<file path="src/core/dcap_pkg.sv">
// Constants and carrier types for the device capability register.
// Assumes a dword-aligned configuration access port on the link-side clock.
package dcap_pkg;

    localparam int unsigned DCAP_DATA_W        = 32;
    localparam logic [11:0] DCAP_OFFSET        = 12'h048;
    localparam logic [31:0] DCAP_RESET_VALUE   = 32'h00000001;

    localparam int unsigned DCAP_SCALE_HI      = 27;
    localparam int unsigned DCAP_SCALE_LO      = 26;
    localparam int unsigned DCAP_VALUE_HI      = 25;
    localparam int unsigned DCAP_VALUE_LO      = 18;
    localparam int unsigned DCAP_L1_LAT_HI     = 11;
    localparam int unsigned DCAP_L1_LAT_LO     = 9;
    localparam int unsigned DCAP_L0S_LAT_HI    = 8;
    localparam int unsigned DCAP_L0S_LAT_LO    = 6;
    localparam int unsigned DCAP_EXT_TAG_BIT   = 5;
    localparam int unsigned DCAP_PHANTOM_HI    = 4;
    localparam int unsigned DCAP_PHANTOM_LO    = 3;
    localparam int unsigned DCAP_PAYLOAD_HI    = 2;
    localparam int unsigned DCAP_PAYLOAD_LO    = 0;

    localparam logic [1:0] DCAP_SCALE_RESET    = 2'h0;
    localparam logic [7:0] DCAP_VALUE_RESET    = 8'h00;
    localparam logic [2:0] DCAP_L1_LATENCY     = 3'h0;
    localparam logic [2:0] DCAP_L0S_LATENCY    = 3'h0;
    localparam logic       DCAP_EXT_TAG        = 1'h0;
    localparam logic [1:0] DCAP_PHANTOM        = 2'h0;
    localparam logic [2:0] DCAP_MAX_PAYLOAD    = 3'h1;

    // Scale encodings: 1.0x, 0.1x, 0.01x, 0.001x
    localparam logic [1:0] DCAP_SCALE_X1       = 2'h0;
    localparam logic [1:0] DCAP_SCALE_X0P1     = 2'h1;
    localparam logic [1:0] DCAP_SCALE_X0P01    = 2'h2;
    localparam logic [1:0] DCAP_SCALE_X0P001   = 2'h3;

    typedef struct packed {
        logic [1:0] scale;
        logic [7:0] value;
    } dcap_spl_msg_t;

    typedef struct packed {
        logic [3:0] rsvd_hi;
        logic [1:0] captured_power_scale;
        logic [7:0] captured_power_value;
        logic [5:0] rsvd_mid;
        logic [2:0] l1_accept_latency;
        logic [2:0] l0s_accept_latency;
        logic       extended_tag_support;
        logic [1:0] phantom_function_support;
        logic [2:0] max_payload_support;
    } dcap_word_t;

endpackage : dcap_pkg

</file>
<file path="src/core/dcap_device_capability.sv">
// Device capability register with captured slot power limit fields.
// Assumes the link core delivers decoded slot power limit messages and
// configuration accesses synchronously on CLK_I.
`timescale 1ns/1ps
module dcap_device_capability
    import dcap_pkg::*;
#(
    parameter int unsigned ADDR_W = 12
)
(
    input  wire logic                   CLK_I,
    input  wire logic                   RST_N_I,
    input  wire logic                   CE_I,
    input  wire logic                   SPL_VALID_I,
    input  wire dcap_spl_msg_t          SPL_MSG_I,
    input  wire logic                   CFG_RD_I,
    input  wire logic                   CFG_WR_I,
    input  wire logic [ADDR_W-1:0]      CFG_ADDR_I,
    output logic                        CFG_ACK_O,
    output logic [DCAP_DATA_W-1:0]      CFG_RDATA_O
);

    if (ADDR_W < 8 || ADDR_W > 12)
    begin : g_bad_addr_w
        $error("ADDR_W must lie between 8 and 12");
    end

    logic [1:0]             scale_reg;
    logic [1:0]             scale_next;
    logic [7:0]             value_reg;
    logic [7:0]             value_next;
    logic                   ack_reg;
    logic                   ack_next;
    logic [DCAP_DATA_W-1:0] rdata_reg;
    logic [DCAP_DATA_W-1:0] rdata_next;
    logic                   hit;
    dcap_word_t             cap_word;

    // Only dword address bits are compared; byte lanes inside the dword are not used
    assign hit = (CFG_ADDR_I[ADDR_W-1:2] == DCAP_OFFSET[ADDR_W-1:2]);

    // Fixed fields come from package constants, so a changed capability is a one-line edit there
    always_comb
    begin
        cap_word                          = '0;
        cap_word.captured_power_scale     = scale_reg;
        cap_word.captured_power_value     = value_reg;
        cap_word.l1_accept_latency        = DCAP_L1_LATENCY;
        cap_word.l0s_accept_latency       = DCAP_L0S_LATENCY;
        cap_word.extended_tag_support     = DCAP_EXT_TAG;
        cap_word.phantom_function_support = DCAP_PHANTOM;
        cap_word.max_payload_support      = DCAP_MAX_PAYLOAD;
    end

    // Captured power limit; a write access never reaches these flops
    always_comb
    begin
        scale_next = scale_reg;
        value_next = value_reg;
        if (CE_I && SPL_VALID_I)
        begin
            scale_next = SPL_MSG_I.scale;
            value_next = SPL_MSG_I.value;
        end
    end

    always_ff @(posedge CLK_I or negedge RST_N_I)
    begin
        if (!RST_N_I)
        begin
            scale_reg <= DCAP_SCALE_RESET;
            value_reg <= DCAP_VALUE_RESET;
        end
        else
        begin
            scale_reg <= scale_next;
            value_reg <= value_next;
        end
    end

    // Read port: one-cycle ack for any read or write hit; writes are acked and dropped
    always_comb
    begin
        ack_next   = ack_reg;
        rdata_next = rdata_reg;
        if (CE_I)
        begin
            ack_next = hit && (CFG_RD_I || CFG_WR_I);
            if (hit && CFG_RD_I)
            begin
                rdata_next = cap_word;
            end
        end
    end

    always_ff @(posedge CLK_I or negedge RST_N_I)
    begin
        if (!RST_N_I)
        begin
            ack_reg   <= 1'h0;
            rdata_reg <= '0;
        end
        else
        begin
            ack_reg   <= ack_next;
            rdata_reg <= rdata_next;
        end
    end

    assign CFG_ACK_O   = ack_reg;
    assign CFG_RDATA_O = rdata_reg;
endmodule : dcap_device_capability

</file>
<file path="config.mk">
export PLATFORM = sky130hd
export DESIGN_NAME = dcap_device_capability
export DESIGN_NICKNAME = d
export VERILOG_FILES = /design/src/core/dcap_pkg.sv /design/src/core/dcap_device_capability.sv
export SDC_FILE = /design/constraint.sdc
export NUM_CORES = 1
export LEC_CHECK = 0
export BUFFER_PORTS_ARGS = -buffer_cell sky130_fd_sc_hd__buf_2
export CAP_MARGIN = 20
export CORE_MARGIN = 8
export CORE_UTILIZATION = 40
export DETAILED_ROUTE_END_ITERATION = 10
export MAX_ROUTING_LAYER = met4
export PLACE_DENSITY = 0.74
export RECOVER_POWER = 25
export SYNTH_ARGS = -nofsm -noshare
export SYNTH_HDL_FRONTEND = slang
export SYNTH_SLANG_ARGS = --single-unit
</file>
<file path="constraint.sdc">
create_clock -name CLK_I -period 1.6 [get_ports CLK_I]
set_input_delay 0.24 -clock CLK_I [delete_from_list [all_inputs] [get_ports CLK_I]]
set_output_delay 0.24 -clock CLK_I [all_outputs]
set_load 0.005 [all_outputs]
</file>
-- After elaboration in Yosys (flattened, before gate mapping)
Cells that the tools add are included.
Widths: inputs -> output; s select.
- bits in registers: 22
- input port bits: 28
- output and inout port bits: 33
- logic and storage cells: 10
- eq/ne operators: 1
- reduce and logical (&&, ||, !) cells: 5
- operator list (cell ; count):
    $eq 10x5->1 const B ; 1
    $logic_and 1x1->1 ; 3
    $reduce_and 2->1 ; 1
    $logic_or 1x1->1 ; 1

-- Depth between registers and ports, before layout
Gate-level depths: netlist of run 1.
- depth after elaboration: 3
- mapped depth: 4
- mapped depth without buffers: 3

-- Least setup slack after synthesis of run 1
No wires, ideal clock.
- path kind: input to register
- start point: input port CFG_ADDR_I[9]
- end point: register rdata_reg[18], in the netlist CFG_RDATA_O[18]
- setup time: 0.125 ns
- arrival: 1.120 ns
- required time: 1.475 ns
- path slack: 0.355 ns
- stages: 4
- buffers on the path: 1
- cells stage by stage: nor4_4 -> nand4_2 -> buf_6 -> mux2_4
- word-level cells in the longest chain between the ends: 3
- RTL lines (element ; RTL line ; source):
    start: declaration ; dcap_device_capability.sv:18 ; input wire logic [ADDR_W-1:0] CFG_ADDR_I,
    $eq 10x5->1 ; dcap_device_capability.sv:40 ; assign hit = (CFG_ADDR_I[ADDR_W-1:2] == DCAP_OFFSET[ADDR_W-1:2]);
    $logic_and 1x1->1 ; dcap_device_capability.sv:89 ; if (hit && CFG_RD_I)
    $reduce_and 2->1 (no line) ; - ;
    end signal: assignment ; dcap_device_capability.sv:106 ; rdata_reg <= rdata_next;
    end: declaration ; dcap_device_capability.sv:34 ; logic [DCAP_DATA_W-1:0] rdata_reg;
Every way passes these cells.
A chain may end at the register's enable or synchronous reset.

-- Worst setup path after layout of run 1
- start point: input port CFG_ADDR_I[2]
- end point: register rdata_reg[23], in the netlist CFG_RDATA_O[23]
Same word-level chain as after synthesis.

==> impl_metrics.ini, run 1 <==
[layout]
fill_cells = 238
nets = 146
regArea_um2 = 551
drive_gt1_share_pct = 54.3
multi_input_area_um2 = 419
antennaDiodeCount = 0
final_core_util_pct = 49.9
syn2layout_area_growth_pct = 16.5
largest_reg_flops = 11

[global_route]
grt_max_degree = 23
gr-total-overflow = 0
grt_pass1_wl_um = 3150
grt_use_total_pct = 8.97
grt_pass1_vias = 731
antenna_found_initial = 0

[synthesis]
synth_xor_area_share_pct = 0
synth_compound_area_share_pct = 1.40
synth_top_area_share_pct = 51.3
synthAdderAreaFrac_pct = 0
synthTopCellsByCount = dfrtp_1 (22), buf_4 (21), mux2_2 (11)
syn_inst = 76
yosysSeqAreaShare_pct = 51.3
ys_ff_latch = 22
synth.distinct_cells = 16
netlist_area_mm2 = 0.00107
yosysMostFrequentCell = dfrtp_1
syn_avg_cell_area_um2 = 14.1
synthSimpleGateAreaFrac_pct = 6.65
synth_top_family_by_area = multiplexers
synth_top_area_cell = dfrtp_1
yosysWarnings = 0
netlist_top_cells_area = dfrtp_1 (51%), buf_4 (15%), mux2_4 (13%), mux2_2 (12%), nor4_4 (2.0%)
ys.flop_type = dfrtp_1
synth_edf_count = 0
synth.mux.area_fraction_pct = 24.2
async_flop_share_pct = 100

[route]
drc_errors = 0
via_per_inst = 4.48
antenna_left = 0
vias = 654
finalWirelength_um = 2060
drtIter0Drc = 2
firstDrtPassIters = 3
wl_per_cell_um = 14.1

[sta]
fin_skew_ps = 1.45
finalHoldViolCount = 0
setup_viol = 0
finalMaxSlewViolations = 0
relSlewSlack_pct = 64.4
max_freq_ghz = 0.883
fin_crit_ps = 1130
rsz0062_at_grt = no
tightest_slew_ps = 534
period_share_pct = 70.8
fin_tns_setup_ps = 0

[worst_setup_path]
cp_cell_sequence = buf_2, nor3b_1, nand4_2, buf_12, mux2_4
slowest_stage = nor3b_1
cp-start-kind = primary input
cp_data_arrival_time_ps = 1320
cp_max_fo = 11
cp_num_buf_inv = 2
end_kind = register
crit_type = primary input to register
cpPeakStageDelay_ps = 330
critical-path-top-delay-family = simple AND/OR/NAND/NOR gates
required_ps = 1780

[cts]
cts_buffer_depth = 2
clk_latency_ps = 290
clock_sinks = 22
cts_tree = built
cts_resized = 0
htree_levels = 1
cts-root-buf = clkbuf_4
clk_pin_slew_ps = 110
cts_buffers = 3

[placed_design]
gp_congestion = 0.685
io_buffers = 37

[power_and_ir_drop]
clockPowerShare_pct = 24.2
p_leak_uw = 0.000713
ir_worst_vdd_mv = 0.489
switching_share_pct = 22.6
p_int_uw = 745
pwr-share-comb_pct = 12.0
power_frac_seq_pct = 63.8
finalPower_uw = 963
p_sw_uw = 218
power_density_mw_per_mm2 = 771

[die]
die_h_um = 67.8
design.die.area_mm2 = 0.00459
top_level_ports = 61
start_util_pct = 42.9
die_x_um = 67.8
row_count = 18
core_area_mm2 = 0.00250

[run_status]
status = finished, final reports clean

[flow_run]
cap_violations = 0

[hold_path]
timing.hold.worst.class = primary input to register
kinds of logic after synthesis:
family	count (synthesis)
buffers and inverters	23
flip-flops	22
multiplexers	20
AND/OR/NAND/NOR	8
AO/OA/AOI/OAI	2
other	1
metrics by stage:
stage	cell area, um2	std cells	setup slack [ps]	hold slack, ps
after floorplan	1150	96	355	-55.6
after global placement	1220	142	201	219
after detailed placement	1220	142	177	232
after CTS	1250	146	501	156
after global routing	1250	146	430	152
final	1250	146	467	172
cell usage in the layout (no fill, tap or decap):
| cell type | count |
|---|---|
| clkbuf_2 | 1 |
| nor3b_1 | 1 |
| buf_2 | 36 |
| dfrtp_1 | 22 |
| nor2_1 | 1 |
| nor4_4 | 1 |
| and3_1 | 1 |
| clkbuf_4 | 3 |
| inv_1 | 1 |
| dlygate4sd3_1 | 1 |
| nand4_2 | 1 |
| mux2_4 | 9 |
| nand2_1 | 2 |
| or2b_1 | 1 |
| o22ai_1 | 1 |
| mux2_2 | 11 |
| conb_1 | 21 |
| o2111ai_1 | 1 |
| buf_12 | 1 |
worst paths after layout:
| check | from | endpoint | slack [ps] | cells past startpoint |
|---|---|---|---|---|
| setup / recovery | CFG_ADDR_I[2] | CFG_RDATA_O[23]$_DFFE_PN0P_ | 470 | 5 |
| min in group asynchronous | RST_N_I | CFG_RDATA_O[23]$_DFFE_PN0P_ | 450 | 2 |
| hold / removal | SPL_MSG_I[8] | scale_reg[0]$_DFFE_PN0P_ | 170 | 2 |
| setup reg to reg | value_reg[3]$_DFFE_PN0P_ | value_reg[3]$_DFFE_PN0P_ | 830 | 1 |
| hold reg to reg | CFG_RDATA_O[0]$_DFFE_PN0P_ | CFG_RDATA_O[0]$_DFFE_PN0P_ | 470 | 1 |
| max in group asynchronous | RST_N_I | CFG_RDATA_O[21]$_DFFE_PN0P_ | 800 | 2 |
what timing repair did:
item / 4_1_cts / 5_1_grt
hold buffers: 1 / 0
hold endpoints to repair: 22 / 0
buffers inserted: 0 / 0
power groups by stage:
stage | Clock (uW) | Sequential, uW | Combinational (uW)
after detailed placement | 0 | 626 | 115
final | 233 | 614 | 116
after floorplan | 0 | 620 | 98.1
after global routing | 274 | 620 | 129
after CTS | 253 | 615 | 117
after global placement | 0 | 622 | 110
layout make-up:
cell class | count | area share (%)
clock buffers | 3 | 1.80
inverters | 1 | 0.301
multi-input cells | 51 | 33.6
flip-flops and latches | 22 | 44.1
well taps | 30 | 3.01
repair buffers | 39 | 17.2
routing by layer:
metal / up-vias / global-route usage [%] / wire, um
li1: 297 / - / -
met1: 317 / 9.45 / 759
met2: 40 / 15.5 / 1000
met3: 0 / 2.81 / 301
met4: 0 / 3.07 / 0
met5: - / - / 0
Power figures use the tool's default switching activity.
==> run 2: changes to the inputs <==
==> constraint.sdc (replaced) <==
create_clock -name CLK_I -period 1.1 [get_ports CLK_I]
set_input_delay 0.165 -clock CLK_I [delete_from_list [all_inputs] [get_ports CLK_I]]
set_output_delay 0.165 -clock CLK_I [all_outputs]
set_load 0.005 [all_outputs]
==> run 2 against run 1 <==
- clock power rose by 88%
- die area did not move
- flip-flop and latch count did not move
- total power increased by 57%
- cell area rose by 4.1%
- largest cell class unchanged
- setup slack worse by 400 ps
- worst hold slack got worse by 87 ps
- highest routed layer is now met4
- combinational power rose by 58%
- clock skew barely moved
- count of clock-buffer cells in the layout up 1
==> impl_metrics.ini, run 2 (synthesis results as in run 1) <==
[layout]
largest_reg_flops = 11
nets = 152
syn2layout_area_growth_pct = 21.2
fill_cells = 230
antennaDiodeCount = 0
final_core_util_pct = 52.0
final_cell_area_mm2 = 0.00130
final_cell_mix = buf_2 (36), dfrtp_1 (22), conb_1 (21)
drive_gt1_share_pct = 57.7
final_common_cell = buf_2

[flow_run]
cap_violations = 0

[placed_design]
io_buffers = 37
place_area_mm2 = 0.00125
gp_congestion = 0.650
hpwl_um = 1860

[hold_path]
timing.hold.worst.class = primary input to register
whs_path_depth = 2
hp-start = SPL_MSG_I[9]
whs_endpoint = scale_reg[1]$_DFFE_PN0P_

[die]
start_util_pct = 42.9
die_x_um = 67.8
top_level_ports = 61
core_area_mm2 = 0.00250
design.die.area_mm2 = 0.00459
die_h_um = 67.8
row_count = 18

[global_route]
gr-total-overflow = 0
grt_pass1_wl_um = 3350
antenna_found_initial = 0
grt_use_total_pct = 9.92
grt_max_degree = 23
grt_pass1_vias = 751

[worst_setup_path]
cp-start-kind = primary input
cp_data_arrival_time_ps = 1230
crit_type = primary input to register
r2r-end = value_reg[5]$_DFFE_PN0P_
cp_max_fo = 6
rr_worst_depth = 1
cpPeakStageDelay_ps = 320
cp_cell_sequence = buf_2, nor4_4, nand4_2, buf_4, mux2_4
ff2ff_setup_slack_ps = 320
required_ps = 1300
rr_startpoint = value_reg[5]$_DFFE_PN0P_
slowest_stage = nor4_4
end_kind = register

[route]
drc_errors = 0
antenna_left = 0
finalWirelength_um = 2170
firstDrtPassIters = 2
vias = 675
via_per_inst = 4.41
wl_per_cell_um = 14.2
drtIter0Drc = 1

[cts]
htree_levels = 1
cts_resized = 0
clk_latency_ps = 300
cts_buffers = 3
cts_buffer_depth = 2
post_cts_buffers = 0
clk_pin_slew_ps = 120
clock_sinks = 22
cts_tree = built
cts-root-buf = clkbuf_4

[sta]
finalMaxSlewViolations = 0
relSlewSlack_pct = 65.2
fin_tns_setup_ps = 0
finalHoldViolCount = 0
holdWs_ps = 85.1
rsz0062_at_grt = no
max_freq_ghz = 0.971
fin_skew_ps = 1.73
tightest_slew_ps = 521
period_share_pct = 93.7
setup_viol = 0
fin_crit_ps = 1030

[power_and_ir_drop]
p_int_uw = 1170
power_frac_seq_pct = 59.1
clockPowerShare_pct = 28.8
p_leak_uw = 0.000743
pwr-share-comb_pct = 12.1
ir_worst_vdd_mv = 0.669
p_sw_uw = 346
power_density_mw_per_mm2 = 1170
switching_share_pct = 22.8

[run_status]
status = finished, final reports clean
[run 2: layout make-up]
class	instances	area [um2]	area share [%]
Multi-Input combinational cell	51	424	32.6
Tap cell	30	37.5	2.89
Inverter	1	3.75	0.289
Sequential cell	22	551	42.3
Clock buffer	4	36.3	2.79
Timing Repair Buffer	45	248	19.1
[run 2: layer usage]
| metal | vias up | GRT usage [%] | wire length, um |
|---|---|---|---|
| li1 | 310 | - | - |
| met1 | 320 | 11.2 | 877 |
| met2 | 41 | 15.9 | 989 |
| met3 | 4 | 2.98 | 267 |
| met4 | 0 | 4.60 | 37 |
| met5 | - | - | 0 |
[run 2: through the flow]
stage / power (uW) / cells / worst slack (ps)
floorplan: 1040 / 96 / -53.4
CTS: 1530 / 153 / 69.2
global placement: 1080 / 148 / -197
finish: 1520 / 153 / 69.7
detailed placement: 1090 / 148 / -264
global route: 1600 / 153 / 34.2
[run 2: worst max-delay path, delay by kind of cell]
family,cells,cell delay [ps]
mux,1,290
buf+inv,2,310
simple gates,2,460
[run 2: power groups by stage]
| stage | clock, uW | sequential, uW | combinational (uW) |
|---|---|---|---|
| after CTS | 454 | 896 | 184 |
| after global routing | 495 | 904 | 204 |
| after floorplan | 0 | 902 | 143 |
| after global placement | 0 | 908 | 171 |
| after detailed placement | 0 | 912 | 182 |
| final | 437 | 896 | 183 |
[run 2: what timing repair did]
action	4_1_cts	5_1_grt
setup endpoints to repair	0	0
hold buffers	1	0
endpoints found under the hold margin	22	0
[run 2: worst max path at each step]
stage	from	endpoint	slack [ps]	depth (start not counted)
3_5_place_dp	CFG_ADDR_I[9]	CFG_RDATA_O[25]$_DFFE_PN0P_	-260	5
4_1_cts	CFG_ADDR_I[9]	CFG_RDATA_O[20]$_DFFE_PN0P_	70	5
3_3_place_gp	CFG_ADDR_I[9]	CFG_RDATA_O[20]$_DFFE_PN0P_	-200	5
2_1_floorplan	CFG_ADDR_I[9]	CFG_RDATA_O[18]$_DFFE_PN0P_	-50	4
6_report	CFG_ADDR_I[9]	CFG_RDATA_O[20]$_DFFE_PN0P_	70	5
5_1_grt	CFG_ADDR_I[9]	CFG_RDATA_O[25]$_DFFE_PN0P_	30	5
